==> src/abc_pkg.sv <==
// Package for the auxiliary bus control block: register map, field layout,
// reset values, cycle counts and the carrier structs.
// Assumes a single 100 MHz core clock that also stands for the oscillator.
`default_nettype none
package abc_pkg;

    // Register map
    localparam logic [7:0]  ABC_AUX_OFFSET      = 8'h8E;
    localparam logic [7:0]  ABC_AUX_RESET       = 8'h00;
    localparam logic [7:0]  ABC_AUX_WR_MASK     = 8'hAF;

    // Field positions inside the auxiliary register
    localparam int          ABC_BIT_SUPPRESS    = 0;
    localparam int          ABC_BIT_EXT_RAM     = 1;
    localparam int          ABC_BIT_SIZE_LO     = 2;
    localparam int          ABC_BIT_SIZE_HI     = 3;
    localparam int          ABC_BIT_STRETCH     = 5;
    localparam int          ABC_BIT_PU_DISABLE  = 7;

    // Expanded-RAM configuration bit inside the security configuration byte
    localparam int          ABC_SCB_XRAM_BIT    = 3;

    // Strobe widths in clock periods
    localparam logic [4:0]  ABC_STROBE_NORM_CYC = 5'h06;
    localparam logic [4:0]  ABC_STROBE_LONG_CYC = 5'h1E;

    // Address latch strobe period: 1/6 of the oscillator, 1/3 in double speed
    localparam logic [2:0]  ABC_ALE_DIV_STD     = 3'h6;
    localparam logic [2:0]  ABC_ALE_DIV_X2      = 3'h3;

    // Usable expanded-RAM sizes in bytes
    localparam logic [10:0] ABC_XRAM_256        = 11'h100;
    localparam logic [10:0] ABC_XRAM_512        = 11'h200;
    localparam logic [10:0] ABC_XRAM_768        = 11'h300;
    localparam logic [10:0] ABC_XRAM_1024       = 11'h400;

    // Register port request
    typedef struct packed {
        logic [7:0] addr;
        logic [7:0] wdata;
        logic       wr;
        logic       rd;
    } abc_reg_req_s;

    // External-data move request from the core
    typedef struct packed {
        logic        start;
        logic        write;
        logic [15:0] addr;
    } abc_move_req_s;

    // External multiplexed bus controls
    typedef struct packed {
        logic [15:0] addr;
        logic        rd_n;
        logic        wr_n;
    } abc_ext_bus_s;

endpackage : abc_pkg
`default_nettype wire

==> src/abc_strobe_timer.sv <==
// Strobe timer: holds busy for a loaded number of clock periods.
// Assumes start is a one-cycle pulse and is not raised while busy.
`default_nettype none
module abc_strobe_timer
    import abc_pkg::*;
#(
    parameter int CW = 5
)
(
    // Clock and reset
    input  wire logic          clock,
    input  wire logic          rst,
    // Control
    input  wire logic          start,
    input  wire logic [CW-1:0] length,
    // Status
    output logic               busy,
    output logic               last
);

    logic [CW-1:0] count_r;
    logic [CW-1:0] count_nxt;

    always_comb
    begin
        count_nxt = count_r;
        if (start)
            count_nxt = length;
        else if (count_r != '0)
            count_nxt = count_r - 1'b1;
    end

    always_ff @(posedge clock)
    begin
        if (rst)
            count_r <= '0;
        else
            count_r <= count_nxt;
    end

    assign busy = (count_r != '0);
    assign last = (count_r == {{(CW-1){1'b0}}, 1'b1});

endmodule : abc_strobe_timer
`default_nettype wire

==> src/abc_aux_bus_ctrl.sv <==
// Auxiliary bus control: one control register that shapes the address latch
// strobe, the data-move strobe width, expanded-RAM size and routing, and the
// port weak pull-ups. Assumes a plain register port and synchronous inputs.
//
// The plain strobed port was chosen for this implementation.
`default_nettype none

module abc_aux_bus_ctrl
    import abc_pkg::*;
#(
    parameter int PORT_W = 8
)
(
    // Clock and reset
    input  wire logic                clock,
    input  wire logic                rst,
    // Register port
    input  wire abc_reg_req_s        reg_req,
    output logic [7:0]               reg_rdata,
    // Configuration inputs
    input  wire logic [7:0]          security_config_byte,
    input  wire logic                double_speed_mode,
    // Core activity that needs the latch strobe
    input  wire logic                code_table_read,
    input  wire logic                ext_fetch,
    // Data-move request and answer
    input  wire abc_move_req_s       move_req,
    output logic                     move_busy,
    output logic                     move_done,
    // Internal expanded RAM access
    output logic                     xram_en,
    output logic                     xram_write,
    output logic [9:0]               xram_addr,
    // External bus
    output abc_ext_bus_s             ext_bus,
    output logic                     ale_out,
    output logic                     ale_oe,
    output logic                     ale_weak_pullup,
    // Port pull-ups
    input  wire logic [PORT_W-1:0]   port_latch,
    output logic [PORT_W-1:0]        port_pullup_en
);

    typedef enum logic [1:0] {
        MV_IDLE   = 2'b00,
        MV_ALE    = 2'b01,
        MV_STROBE = 2'b10,
        MV_DONE   = 2'b11
    } abc_move_e;

    // Usable expanded-RAM size for a size field value
    function automatic logic [10:0] abc_xram_limit(input logic [1:0] size);
        logic [10:0] lim;
        lim = ABC_XRAM_256;
        unique case (size)
            2'b00: lim = ABC_XRAM_256;
            2'b01: lim = ABC_XRAM_512;
            2'b10: lim = ABC_XRAM_768;
            2'b11: lim = ABC_XRAM_1024;
        endcase
        return lim;
    endfunction : abc_xram_limit

    // Register state
    logic [7:0]      aux_r;
    logic [7:0]      aux_nxt;
    logic [7:0]      rdata_r;
    logic [7:0]      rdata_nxt;
    logic            load_pend_r;
    logic            load_pend_nxt;

    // Latch strobe generator state
    logic [2:0]      ale_cnt_r;
    logic [2:0]      ale_cnt_nxt;
    logic            ale_r;
    logic            ale_nxt;
    logic            ale_oe_r;
    logic            ale_oe_nxt;

    // Data-move sequencer state
    abc_move_e       mv_r;
    abc_move_e       mv_nxt;
    abc_ext_bus_s    bus_r;
    abc_ext_bus_s    bus_nxt;
    logic            xen_r;
    logic            xen_nxt;
    logic            xwr_r;
    logic            xwr_nxt;
    logic [9:0]      xaddr_r;
    logic [9:0]      xaddr_nxt;
    logic            done_r;
    logic            done_nxt;
    logic [PORT_W-1:0] pu_r;
    logic [PORT_W-1:0] pu_nxt;

    // Decoded fields
    logic            suppress;
    logic            stretch;
    logic            ext_select;
    logic            pu_disable;
    logic [1:0]      xram_size;
    logic            to_internal;
    logic            tmr_start;
    logic            tmr_busy;
    logic            tmr_last;
    logic [4:0]      strobe_len;
    logic [2:0]      ale_div;

    assign suppress   = aux_r[ABC_BIT_SUPPRESS];
    assign stretch    = aux_r[ABC_BIT_STRETCH];
    assign ext_select = aux_r[ABC_BIT_EXT_RAM];
    assign pu_disable = aux_r[ABC_BIT_PU_DISABLE];
    assign xram_size  = {aux_r[ABC_BIT_SIZE_HI], aux_r[ABC_BIT_SIZE_LO]};

    assign strobe_len = stretch ? ABC_STROBE_LONG_CYC : ABC_STROBE_NORM_CYC;
    assign ale_div    = double_speed_mode ? ABC_ALE_DIV_X2 : ABC_ALE_DIV_STD;

    // Moves above the selected size fall through to the external bus
    assign to_internal = !ext_select
                         && ({1'b0, move_req.addr} < {6'h00, abc_xram_limit(xram_size)});

    // Register file
    always_comb
    begin
        aux_nxt       = aux_r;
        rdata_nxt     = 8'h00;
        load_pend_nxt = 1'b0;
        if (load_pend_r)
            aux_nxt[ABC_BIT_EXT_RAM] = ~security_config_byte[ABC_SCB_XRAM_BIT];
        if (reg_req.wr && reg_req.addr == ABC_AUX_OFFSET)
            aux_nxt = reg_req.wdata & ABC_AUX_WR_MASK;
        if (reg_req.rd && reg_req.addr == ABC_AUX_OFFSET)
            rdata_nxt = aux_r;
    end

    always_ff @(posedge clock)
    begin
        if (rst)
        begin
            aux_r       <= ABC_AUX_RESET;
            rdata_r     <= 8'h00;
            load_pend_r <= 1'b1;
        end
        else
        begin
            aux_r       <= aux_nxt;
            rdata_r     <= rdata_nxt;
            load_pend_r <= load_pend_nxt;
        end
    end

    // Data-move sequencer
    always_comb
    begin
        mv_nxt    = mv_r;
        bus_nxt   = bus_r;
        xen_nxt   = 1'b0;
        xwr_nxt   = 1'b0;
        xaddr_nxt = xaddr_r;
        done_nxt  = 1'b0;
        tmr_start = 1'b0;
        unique case (mv_r)
            MV_IDLE:
            begin
                if (move_req.start)
                begin
                    if (to_internal)
                    begin
                        xen_nxt   = 1'b1;
                        xwr_nxt   = move_req.write;
                        xaddr_nxt = move_req.addr[9:0];
                        mv_nxt    = MV_DONE;
                    end
                    else
                    begin
                        bus_nxt.addr = move_req.addr;
                        bus_nxt.rd_n = 1'b1;
                        bus_nxt.wr_n = 1'b1;
                        mv_nxt       = MV_ALE;
                    end
                end
            end
            MV_ALE:
            begin
                tmr_start    = 1'b1;
                bus_nxt.rd_n = xwr_r;
                bus_nxt.wr_n = !xwr_r;
                mv_nxt       = MV_STROBE;
            end
            MV_STROBE:
            begin
                if (tmr_last)
                begin
                    bus_nxt.rd_n = 1'b1;
                    bus_nxt.wr_n = 1'b1;
                    mv_nxt       = MV_DONE;
                end
            end
            MV_DONE:
            begin
                done_nxt = 1'b1;
                mv_nxt   = MV_IDLE;
            end
        endcase
        // Direction of an external move is kept in the write flag
        if (mv_r == MV_IDLE && move_req.start && !to_internal)
            xwr_nxt = move_req.write;
        else if (mv_r == MV_ALE || mv_r == MV_STROBE)
            xwr_nxt = xwr_r;
    end

    always_ff @(posedge clock)
    begin
        if (rst)
        begin
            mv_r    <= MV_IDLE;
            bus_r   <= '{addr: 16'h0000, rd_n: 1'b1, wr_n: 1'b1};
            xen_r   <= 1'b0;
            xwr_r   <= 1'b0;
            xaddr_r <= 10'h000;
            done_r  <= 1'b0;
        end
        else
        begin
            mv_r    <= mv_nxt;
            bus_r   <= bus_nxt;
            xen_r   <= xen_nxt;
            xwr_r   <= xwr_nxt;
            xaddr_r <= xaddr_nxt;
            done_r  <= done_nxt;
        end
    end

    abc_strobe_timer #(
        .CW (5)
    ) u_strobe_timer (
        .clock  (clock),
        .rst    (rst),
        .start  (tmr_start),
        .length (strobe_len),
        .busy   (tmr_busy),
        .last   (tmr_last)
    );

    // Latch strobe: free-running divider, gated by the suppress bit
    always_comb
    begin
        ale_cnt_nxt = ale_cnt_r + 3'h1;
        if (ale_cnt_r >= ale_div - 3'h1)
            ale_cnt_nxt = 3'h0;
        if (!suppress)
        begin
            ale_nxt    = (ale_cnt_r == 3'h0);
            ale_oe_nxt = 1'b1;
        end
        else if (code_table_read || ext_fetch || mv_r == MV_ALE)
        begin
            ale_nxt    = code_table_read || ext_fetch ? (ale_cnt_r == 3'h0)
                                                      : 1'b1;
            ale_oe_nxt = 1'b1;
        end
        else
        begin
            ale_nxt    = 1'b0;
            ale_oe_nxt = 1'b0;
        end
        if (!suppress && mv_r == MV_ALE)
            ale_nxt = 1'b1;
    end

    always_ff @(posedge clock)
    begin
        if (rst)
        begin
            ale_cnt_r <= 3'h0;
            ale_r     <= 1'b0;
            ale_oe_r  <= 1'b0;
        end
        else
        begin
            ale_cnt_r <= ale_cnt_nxt;
            ale_r     <= ale_nxt;
            ale_oe_r  <= ale_oe_nxt;
        end
    end

    // Port weak pull-ups
    always_comb
    begin
        pu_nxt = pu_disable ? '0 : port_latch;
    end

    always_ff @(posedge clock)
    begin
        if (rst)
            pu_r <= '0;
        else
            pu_r <= pu_nxt;
    end

    // Outputs
    assign reg_rdata       = rdata_r;
    assign move_busy       = (mv_r != MV_IDLE) || tmr_busy;
    assign move_done       = done_r;
    assign xram_en         = xen_r;
    assign xram_write      = xwr_r & xen_r;
    assign xram_addr       = xaddr_r;
    assign ext_bus         = bus_r;
    assign ale_out         = ale_r & ale_oe_r;
    assign ale_oe          = ale_oe_r;
    assign ale_weak_pullup = !ale_oe_r;
    assign port_pullup_en  = pu_r;

endmodule : abc_aux_bus_ctrl
`default_nettype wire

==> config.mk <==
export PLATFORM = sky130hd
export DESIGN_NAME = abc_aux_bus_ctrl
export DESIGN_NICKNAME = d
export VERILOG_FILES = /design/src/abc_pkg.sv /design/src/abc_strobe_timer.sv /design/src/abc_aux_bus_ctrl.sv
export SDC_FILE = /design/constraint.sdc
export NUM_CORES = 1
export LEC_CHECK = 0
export ABC_AREA = 0
export BUFFER_PORTS_ARGS = -buffer_cell sky130_fd_sc_hd__buf_2
export CAP_MARGIN = 25
export CORE_MARGIN = 3
export CORE_UTILIZATION = 48
export CTS_CLUSTER_SIZE = 12
export DETAILED_ROUTE_END_ITERATION = 8
export PLACE_DENSITY = 0.82
export SETUP_SLACK_MARGIN = 0.3
export SKIP_LAST_GASP = 1
export SLEW_MARGIN = 20
export SYNTH_ARGS = -nofsm -noshare
export SYNTH_HDL_FRONTEND = slang
export SYNTH_SLANG_ARGS = --single-unit
==> constraint.sdc <==
create_clock -name clock -period 2.85 [get_ports clock]
set_clock_uncertainty 0.15 [all_clocks]
set_input_delay 0.285 -clock clock [delete_from_list [all_inputs] [get_ports clock]]
set_output_delay 0.285 -clock clock [all_outputs]
set_load 0.05 [all_outputs]
==> summary.txt, run 1 <==
Setup path
  – Worst endpoint data arrival time: 2.51 ns
  – CP endpoint kind: register
  – Worst-path cell chain: inv_1 -> ha_1 -> inv_1 -> ha_1 -> o31ai_2 -> a21o_2 -> mux2i_1
  – WP data required: 2.97 ns
  – Crit-path max FO: 14
  – Worst Setup Start Kind: register
  – Crit path kind: reg2reg
  – R2r setup slk: 0.45 ns
  – Worst path slowest cell: o31ai_2
  – Max incr delay on CP: 0.49 ns

Synth
  – Synth Area per Inst: 9.93 sq um
  – Seq/Total Area, Yosys: 46.8%
  – Flops & latches, synth: 64
  – Post-synth EDFFs: 0
  – Synth cell types: 44
  – Fraction of registers with async set/reset: 0%
  – YS warnings: 0
  – Ys flop type: dfxtp_1
  – Synthesized area: 2740 sq um
  – Synth Instances: 276

Placement
  – # port buffers: 96
  – Cell Area, Placed: 3230 sq um
  – GP Congestion: 0.807
  – DP HPWL: 4.57 mm
  – Placed Cells: 433
  – Setup WS pre-CTS: 0.243 ns

Run
  – Max-cap violation count: 0

STA
  – Period minus WS final: 2.40 ns
  – Period Utilization, post-route: 84.2%
  – Slew headroom: 53.4%
  – Final setup viols: 0
  – Worst Tran Pin Value: 0.698 ns
  – Fmax: 0.417 GHz
  – Final Hold Vio Count: 0
  – Slew Viols, Final: 0
  – Final worst setup slack: 0.452 ns
  – Final Hold Slack: 0.00312 ns
  – RSZ-0062 raised after global routing: no
  – Setup tns final: 0 ns

Finish
  – Layout area overhead: 27.3%
  – Final Util: 65.8%
  – Most frequent cells in the layout: buf_2, dfxtp_1, nand2_1
  – Share of cells above drive strength 1: 32.0%
  – Final antenna diode count: 0
  – Design Area, Final: 3490 sq um
  – Final nets: 454
  – Area of the multi-input gates: 1330 sq um
  – # fillers: 449
  – Commonest non-fill, non-tap cell in the layout: buf_2
  – Sequential cell area: 1280 sq um
  – Non-Filler Instances: 454

Floorplanning
  – Core Area: 5300 sq um
  – Initial Util: 51.7%
  – Ports: 108
  – Die Width: 81.6 um
  – Die area: 6650 sq um
  – Row count: 26
  – Die Y: 81.6 um

Drt
  – Vias post-DR: 2243
  – Metal-1 WL: 2.52 mm
  – ANT nets after route: 0
  – Met2 Routed Length: 2.85 mm
  – DR WL/cell: 13.3 um
  – Post-DR vias/cell: 4.94
  – DRC: 0
  – First-pass DRT Iterations: 4
  – Top sig layer: met4
  – DR WL met3: 502 um
  – Initial DRC count: 65
  – Final wirelength: 6.03 mm

Clock network
  – H-Tree Depth: 3
  – Worst skew pair latency: 0.34 ns
  – CTS tree: done
  – CTS Sinks: 64
  – CTS Buf Count: 9
  – Clock root buffer: clkbuf_8
  – CTS clk-pin slew, worst paths: 0.07 ns
  – Max clock buf depth: 2

Global routing
  – GR Overflow Total: 0
  – Vias in the first global route: 2125
  – Initial antenna violation count: 0
  – Largest net degree at the start of global routing: 47
  – Total track usage: 18.6%
  – First-pass GRT wire length: 9.29 mm

Power
  – Pwr dens: 828 nW/um^2
  – Leakage: 1.73 nW
  – Highest ir drop seen on vdd: 0.530 mV
  – Overall power: 2.89 mW

Run status
  – Status: finished clean

Worst hold path
  – Hold Path Class: in2reg
## worst max-delay path: cells and delay by family (launching register included)
| kind | cells | cell delay [ns] |
|---|---|---|
| AO/OA/AOI/OAI | 2 | 0.95 |
| adder cells (fa/ha/maj) | 2 | 0.47 |
| buffers and inverters | 2 | 0.12 |
| flip-flops | 1 | 0.39 |
| multiplexers | 1 | 0.24 |
## cells in the mapped netlist (2+ instances only)
cell type	instances	share of area, %
nor4b_1	2	0.64
nor3b_1	4	1.1
and2_1	18	4.1
nand2_1	40	5.5
nand2b_1	3	0.69
dfxtp_1	64	47
buf_4	2	0.55
xnor2_1	2	0.64
nor2b_1	3	0.69
a31o_2	3	0.96
o21ai_0	2	0.37
o21a_1	2	0.55
clkbuf_1	6	0.82
nand3_1	3	0.55
mux2i_1	32	12
a21oi_1	8	1.5
nor3_1	5	0.91
a31oi_1	2	0.46
inv_1	14	1.9
nor2_1	19	2.6
ha_1	18	8.2
buf_12	2	1.5
## flip-flops by register name (all words and copies together) (netlist names), 2 cells and up
signal,flops
mv_r,2
u_strobe_timer.count_r,5
aux_r,6
ale_cnt_r,3
reg_rdata,6
xram_addr,10
port_pullup_en,8
ext_bus,18
## logic make-up after synthesis
| kind of cell | after synthesis | synth area share (%) |
|---|---|---|
| AND/OR/NAND/NOR | 106 | 20.3 |
| flip-flops | 64 | 46.8 |
| multiplexers | 33 | 12.1 |
| AO/OA/AOI/OAI | 26 | 6.67 |
| buffers and inverters | 25 | 4.89 |
| adder cells (fa/ha/maj) | 18 | 8.22 |
| XOR/XNOR | 3 | 0.959 |
| other | 1 | 0.137 |
## final cells by class
| class | instances | share of cell area, % |
|---|---|---|
| clock buffer | 11 | 4.05 |
| clock inverter | 5 | 1.61 |
| tap | 70 | 2.51 |
| sequential | 64 | 36.7 |
| timing repair buffer | 101 | 15.2 |
| inverter | 15 | 1.61 |
| multi-input combinational | 188 | 38.2 |
## power by group
part / switching, mW / total (mW) / internal, mW
sequential: 0.0884 / 1.10 / 1.02
combinational: 0.639 / 1.01 / 0.369
clock: 0.347 / 0.774 / 0.426
## routing by layer
| metal | vias to the layer above | global-route usage (%) |
|---|---|---|
| met5 | - | 0 |
| met4 | 0 | 11.5 |
| met3 | 13 | 6.25 |
| met2 | 82 | 30.3 |
| met1 | 1009 | 20.9 |
| li1 | 1139 | - |
## worst paths after layout
kind,from,endpoint,depth (start not counted)
setup / recovery,aux_r[2],ext_bus[9],7
hold / removal,port_latch[1],port_pullup_en[1],2
setup reg to reg,aux_r[2],ext_bus[9],7
hold reg to reg,xram_addr[8],xram_addr[8],2
## timing repair
item,in CTS,in global routing
hold endpoints to repair,5,0
resized for setup,1,0
endpoints found under the setup margin,21,0
hold buffers,5,0
buffers inserted,0,0
Power figures use the tool's default switching activity.
==> run 2: changes to the inputs <==
ABC_AREA = 1   (was 0)
CORE_UTILIZATION = 43   (was 48)
PLACE_DENSITY = 0.78   (was 0.82)
clock period = 2.2 ns   (was 2.85 ns; I/O delays follow)
==> summary.txt, run 2 <==
Finish
  – Share of cells above drive strength 1: 30.3%
  – # fillers: 523
  – Final nets: 562
  – Most frequent cells in the layout: buf_2, nor2_1, dfxtp_1
  – Max reg flops: 18
  – Layout area overhead: 45.2%
  – Non-Filler Instances: 567
  – Commonest non-fill, non-tap cell in the layout: buf_2
  – Design Area, Final: 3940 sq um
  – Sequential cell area: 1280 sq um
  – Area of the multi-input gates: 1280 sq um
  – Final antenna diode count: 0

Setup path
  – Crit path kind: reg2reg
  – Crit-path max FO: 5
  – Worst R2R Path Depth: 12
  – R2r setup slk: 0.30 ns
  – Reg2reg end: ext_bus[12]
  – Worst endpoint data arrival time: 1.98 ns
  – Worst Setup Start Kind: register
  – WP data required: 2.27 ns
  – CP endpoint kind: register
  – Worst R2R Start: aux_r[3]

Placement
  – # port buffers: 96
  – DP HPWL: 4.62 mm
  – Cell Area, Placed: 3250 sq um
  – GP Congestion: 0.766
  – Placed Cells: 518

Synth
  – Seq/Total Area, Yosys: 47.2%
  – Area leader, netlist: dfxtp_1
  – Synth area leaders: dfxtp_1, nor2_1, ha_1
  – Post-synth EDFFs: 0
  – Flops & latches, synth: 64
  – Most common cell in the synthesized netlist: nor2_1
  – Share of the synthesized area in the top cell type: 47.2%
  – Ys flop type: dfxtp_1
  – Synth Instances: 354
  – Fraction of registers with async set/reset: 0%
  – Synth Area per Inst: 7.67 sq um
  – Most instantiated cells after synthesis: nor2_1, dfxtp_1, inv_1, nand2_1, o21ai_0
  – Synth cell types: 32
  – Synthesized area: 2720 sq um
  – YS warnings: 0

Global routing
  – Initial antenna violation count: 0
  – GR Overflow Total: 0
  – Largest net degree at the start of global routing: 32
  – Total track usage: 18.3%
  – First-pass GRT wire length: 10.7 mm
  – Vias in the first global route: 2457

Worst hold path
  – HP Start: reg_req[7]
  – Worst Hold Path EP: aux_r[5]
  – Hold path depth: 3
  – Hold Path Class: in2reg

Drt
  – Final wirelength: 6.63 mm
  – DR WL/cell: 11.7 um
  – ANT nets after route: 0
  – Vias post-DR: 2594
  – First-pass DRT Iterations: 4
  – Post-DR vias/cell: 4.57
  – DRC: 0
  – Initial DRC count: 80

Floorplanning
  – Die Width: 85.5 um
  – Die Y: 85.5 um
  – Core Area: 6030 sq um
  – Row count: 28
  – Initial Util: 45.1%
  – Die area: 7310 sq um
  – Ports: 108

Clock network
  – Max clock buf depth: 2
  – H-Tree Depth: 3
  – CTS Sinks: 64
  – CTS clk-pin slew, worst paths: 0.07 ns
  – CTS Buf Count: 9
  – Clock root buffer: clkbuf_8
  – CTS tree: done
  – Worst skew pair latency: 0.33 ns

STA
  – Period minus WS final: 1.90 ns
  – Final Hold Vio Count: 0
  – RSZ-0062 raised after global routing: yes
  – Final setup viols: 0
  – Slew Viols, Final: 0
  – Setup tns final: 0 ns
  – Period Utilization, post-route: 86.5%
  – Fmax: 0.526 GHz

Run status
  – Status: finished clean

Power
  – Pwr dens: 1090 nW/um^2
  – Leakage: 2.00 nW
  – Highest ir drop seen on vdd: 0.720 mV

Run
  – Max-cap violation count: 0
-- run 2: worst max-delay path by stage --
| stage | start | to | slack, ns | cells past startpoint |
|---|---|---|---|---|
| finish | aux_r[3] | ext_bus[12] | 0.30 | 12 |
| floorplan | aux_r[3] | ext_bus[10] | 0.32 | 13 |
| global placement | aux_r[3] | ext_bus[6] | 0.17 | 12 |
| global route | aux_r[3] | xwr_r | 0.19 | 12 |
| CTS | aux_r[3] | xram_addr[5] | 0.29 | 11 |
| detailed placement | aux_r[3] | ext_bus[13] | 0.11 | 12 |
-- run 2: area by class of cell --
class	count	share of cell area, %
clock inverter	5	2.00
multi-input combinational	226	32.5
sequential	64	32.6
timing repair buffer	131	21.5
tap	75	2.38
inverter	55	5.30
clock buffer	11	3.84
-- run 2: logic make-up after synthesis --
logic type / Yosys count / synth area share, %
flops: 64 / 47.2
simple gates: 161 / 25.1
compound gates: 40 / 7.83
buf+inv: 66 / 10.1
fa+ha+maj: 18 / 8.29
xor+xnor: 4 / 1.29
other cells: 1 / 0.138
-- run 2: what timing repair did --
item                                    4_1_cts  5_1_grt
endpoints found under the setup margin       26       30
pin swaps                                     8        7
endpoints found under the hold margin        29        1
buffers inserted                              7        2
resized for setup                            30       16
hold buffers                                 22        1
cloned                                        1        0
-- run 2: per-layer routing --
layer,global-route usage [%],wire length (um),share of wire (%)
met5,0,0,0
met4,8.06,107,1.6
met3,3.69,372,5.6
met2,31.4,3260,49
met1,21.9,2890,44
-- run 2: worst max-delay path, stage by stage (launching register included) --
cell	delay, ns
dfxtp_2	0.36
inv_2	0.06
ha_4	0.26
inv_2	0.04
ha_4	0.25
nand2_2	0.04
nand2_2	0.07
nand2_4	0.07
nand2_4	0.11
nand2_8	0.08
buf_4	0.15
o21ai_1	0.11
nor2_1	0.05
-- run 2: where the power goes --
group / internal (mW) / switching [mW]
registers: 1.36 / 0.110
clock network: 0.698 / 0.443
logic: 0.558 / 1.13
-- run 2: per-stage QoR --
stage | hold slack [ns] | utilization (%) | setup WS, ns | total power [mW]
3_3_place_gp | 0.280 | 53.9 | 0.175 | 2.95
6_report | 0.0107 | 65.4 | 0.297 | 4.30
2_1_floorplan | 0.0977 | - | 0.324 | 2.68
5_1_grt | 0.00134 | 65.4 | 0.187 | 4.57
4_1_cts | 0.000815 | 63.9 | 0.294 | 4.28
3_5_place_dp | 0.289 | 53.9 | 0.108 | 3.00
==> run 3: changes to the inputs <==
CTS_CLUSTER_DIAMETER = 50   (was unset)
RECOVER_POWER = 25   (was unset)
==> summary.txt, run 3 (same netlist as run 2, synthesis figures left out) <==
Worst hold path
  – Worst Hold Path EP: aux_r[5]
  – HP Start: reg_req[7]
  – Hold Path Class: in2reg
  – Hold path depth: 3

Setup path
  – R2r setup slk: 0.30 ns
  – CP most frequent cell: ha_4
  – Reg2reg end: xwr_r
  – Worst path slowest cell: dfxtp_2
  – Crit path kind: reg2reg
  – Worst R2R Start: aux_r[3]
  – Worst-path cell chain: buf_6 -> ha_4 -> inv_2 -> ha_4 -> nor3_4 -> nor2b_4 -> nand2_4 -> nand2_8 -> buf_8 -> nand3_2 -> nand2_1 -> nor2_1
  – Critical path's top delay family: simple AND/OR/NAND/NOR gates
  – Worst R2R Path Depth: 12
  – Worst endpoint data arrival time: 1.98 ns
  – WP data required: 2.28 ns
  – Crit-path max FO: 7
  – Worst path bufs/invs: 3
  – Max incr delay on CP: 0.36 ns
  – CP endpoint kind: register
  – Worst Setup Start Kind: register

Power
  – Pwr dens: 1100 nW/um^2
  – Leakage: 1.92 nW
  – Highest ir drop seen on vdd: 0.718 mV

STA
  – Worst Tran Pin Value: 0.611 ns
  – Period Utilization, post-route: 86.4%
  – Final setup viols: 0
  – RSZ-0062 raised after global routing: yes
  – Final worst setup slack: 0.299 ns
  – Final Hold Slack: 0.0114 ns
  – Period minus WS final: 1.90 ns
  – Fmax: 0.526 GHz
  – Final Hold Vio Count: 0
  – Slew headroom: 59.4%
  – Setup tns final: 0 ns
  – Slew Viols, Final: 0

Placement
  – GP Congestion: 0.766
  – # port buffers: 96
  – Cell Area, Placed: 3250 sq um
  – Setup WS pre-CTS: 0.108 ns
  – DP HPWL: 4.62 mm

Clock network
  – H-Tree Depth: 3
  – Clock root buffer: clkbuf_8
  – CTS tree: done
  – Worst skew pair latency: 0.33 ns
  – CTS Buf Count: 9
  – CTS clk-pin slew, worst paths: 0.07 ns
  – CTS Sinks: 64
  – Max clock buf depth: 2

Drt
  – ANT nets after route: 0
  – Vias post-DR: 2608
  – Post-DR vias/cell: 4.60
  – DRC: 0
  – First-pass DRT Iterations: 4
  – Final wirelength: 6.65 mm
  – Initial DRC count: 64
  – DR WL/cell: 11.7 um

Floorplanning
  – Die Width: 85.5 um
  – Die area: 7310 sq um
  – Row count: 28
  – Die Y: 85.5 um
  – Initial Util: 45.1%
  – Core Area: 6030 sq um
  – Ports: 108

Global routing
  – GR Overflow Total: 0
  – Total track usage: 18.3%
  – First-pass GRT wire length: 10.7 mm
  – Vias in the first global route: 2457
  – Initial antenna violation count: 0
  – Largest net degree at the start of global routing: 32

Finish
  – Final nets: 562
  – Most frequent cells in the layout: nor2_1, buf_2, dfxtp_1
  – Share of cells above drive strength 1: 26.0%
  – Final antenna diode count: 0
  – Commonest non-fill, non-tap cell in the layout: nor2_1
  – Final Util: 65.0%
  – Max reg flops: 18
  – Layout area overhead: 44.2%
  – Design Area, Final: 3920 sq um

Run
  – Max-cap violation count: 0

Run status
  – Status: finished clean
run 3: changes by cell type in the layout (fill, tap and decap cells not counted), sizes merged:
cell,change
buf,-21
clkbuf,+21
run 3: where the power goes:
part | internal (mW) | switching (mW) | leakage, nW
combinational | 0.547 | 1.13 | 1.27
sequential | 1.36 | 0.111 | 0.526
clock | 0.698 | 0.445 | 0.119
run 3: worst max-delay path by stage:
stage	from	to	slack (ns)	cells past startpoint
after floorplan	aux_r[3]	ext_bus[10]	0.32	13
after global placement	aux_r[3]	ext_bus[6]	0.17	12
after detailed placement	aux_r[3]	ext_bus[13]	0.11	12
after CTS	aux_r[3]	xram_addr[5]	0.29	11
after global routing	aux_r[3]	xwr_r	0.19	12
final	aux_r[3]	xwr_r	0.30	12
run 3: worst min-delay path, delay by kind of cell:
family / cells / cell delay, ns
buffers and inverters: 1 / 0.10
AO/OA/AOI/OAI: 1 / 0.06
AND/OR/NAND/NOR: 1 / 0.07
run 3: timing repair:
action	4_1_cts	5_1_grt
endpoints found under the hold margin	29	1
pin swaps	8	7
setup endpoints to repair	26	30
cloned	1	0
buffers inserted	7	2
hold buffers	22	1
resized for setup	30	16
run 3: stage by stage:
stage                     instances  total power [mW]
after floorplan                 355              2.68
after global placement          518              2.95
after detailed placement        518              3.00
after CTS                       564              4.28
after global routing            567              4.56
final                           567              4.29
run 3: metal layers:
layer | track usage [%] | vias up | part of all wire (%) | wire length [um]
li1 | - | 1356 | - | -
met1 | 21.9 | 1161 | 44 | 2960
met2 | 31.4 | 79 | 49 | 3230
met3 | 3.69 | 12 | 5.4 | 358
met4 | 8.06 | 0 | 1.6 | 108
met5 | 0 | - | 0 | 0
run 3: area by class of cell:
cell class / count / area, sq um
fill: 533 / 2110
multi-input combinational: 226 / 1280
tap: 75 / 93.8
timing repair buffer: 131 / 821
clock buffer: 11 / 151
clock inverter: 5 / 78.8
sequential: 64 / 1280
inverter: 55 / 209
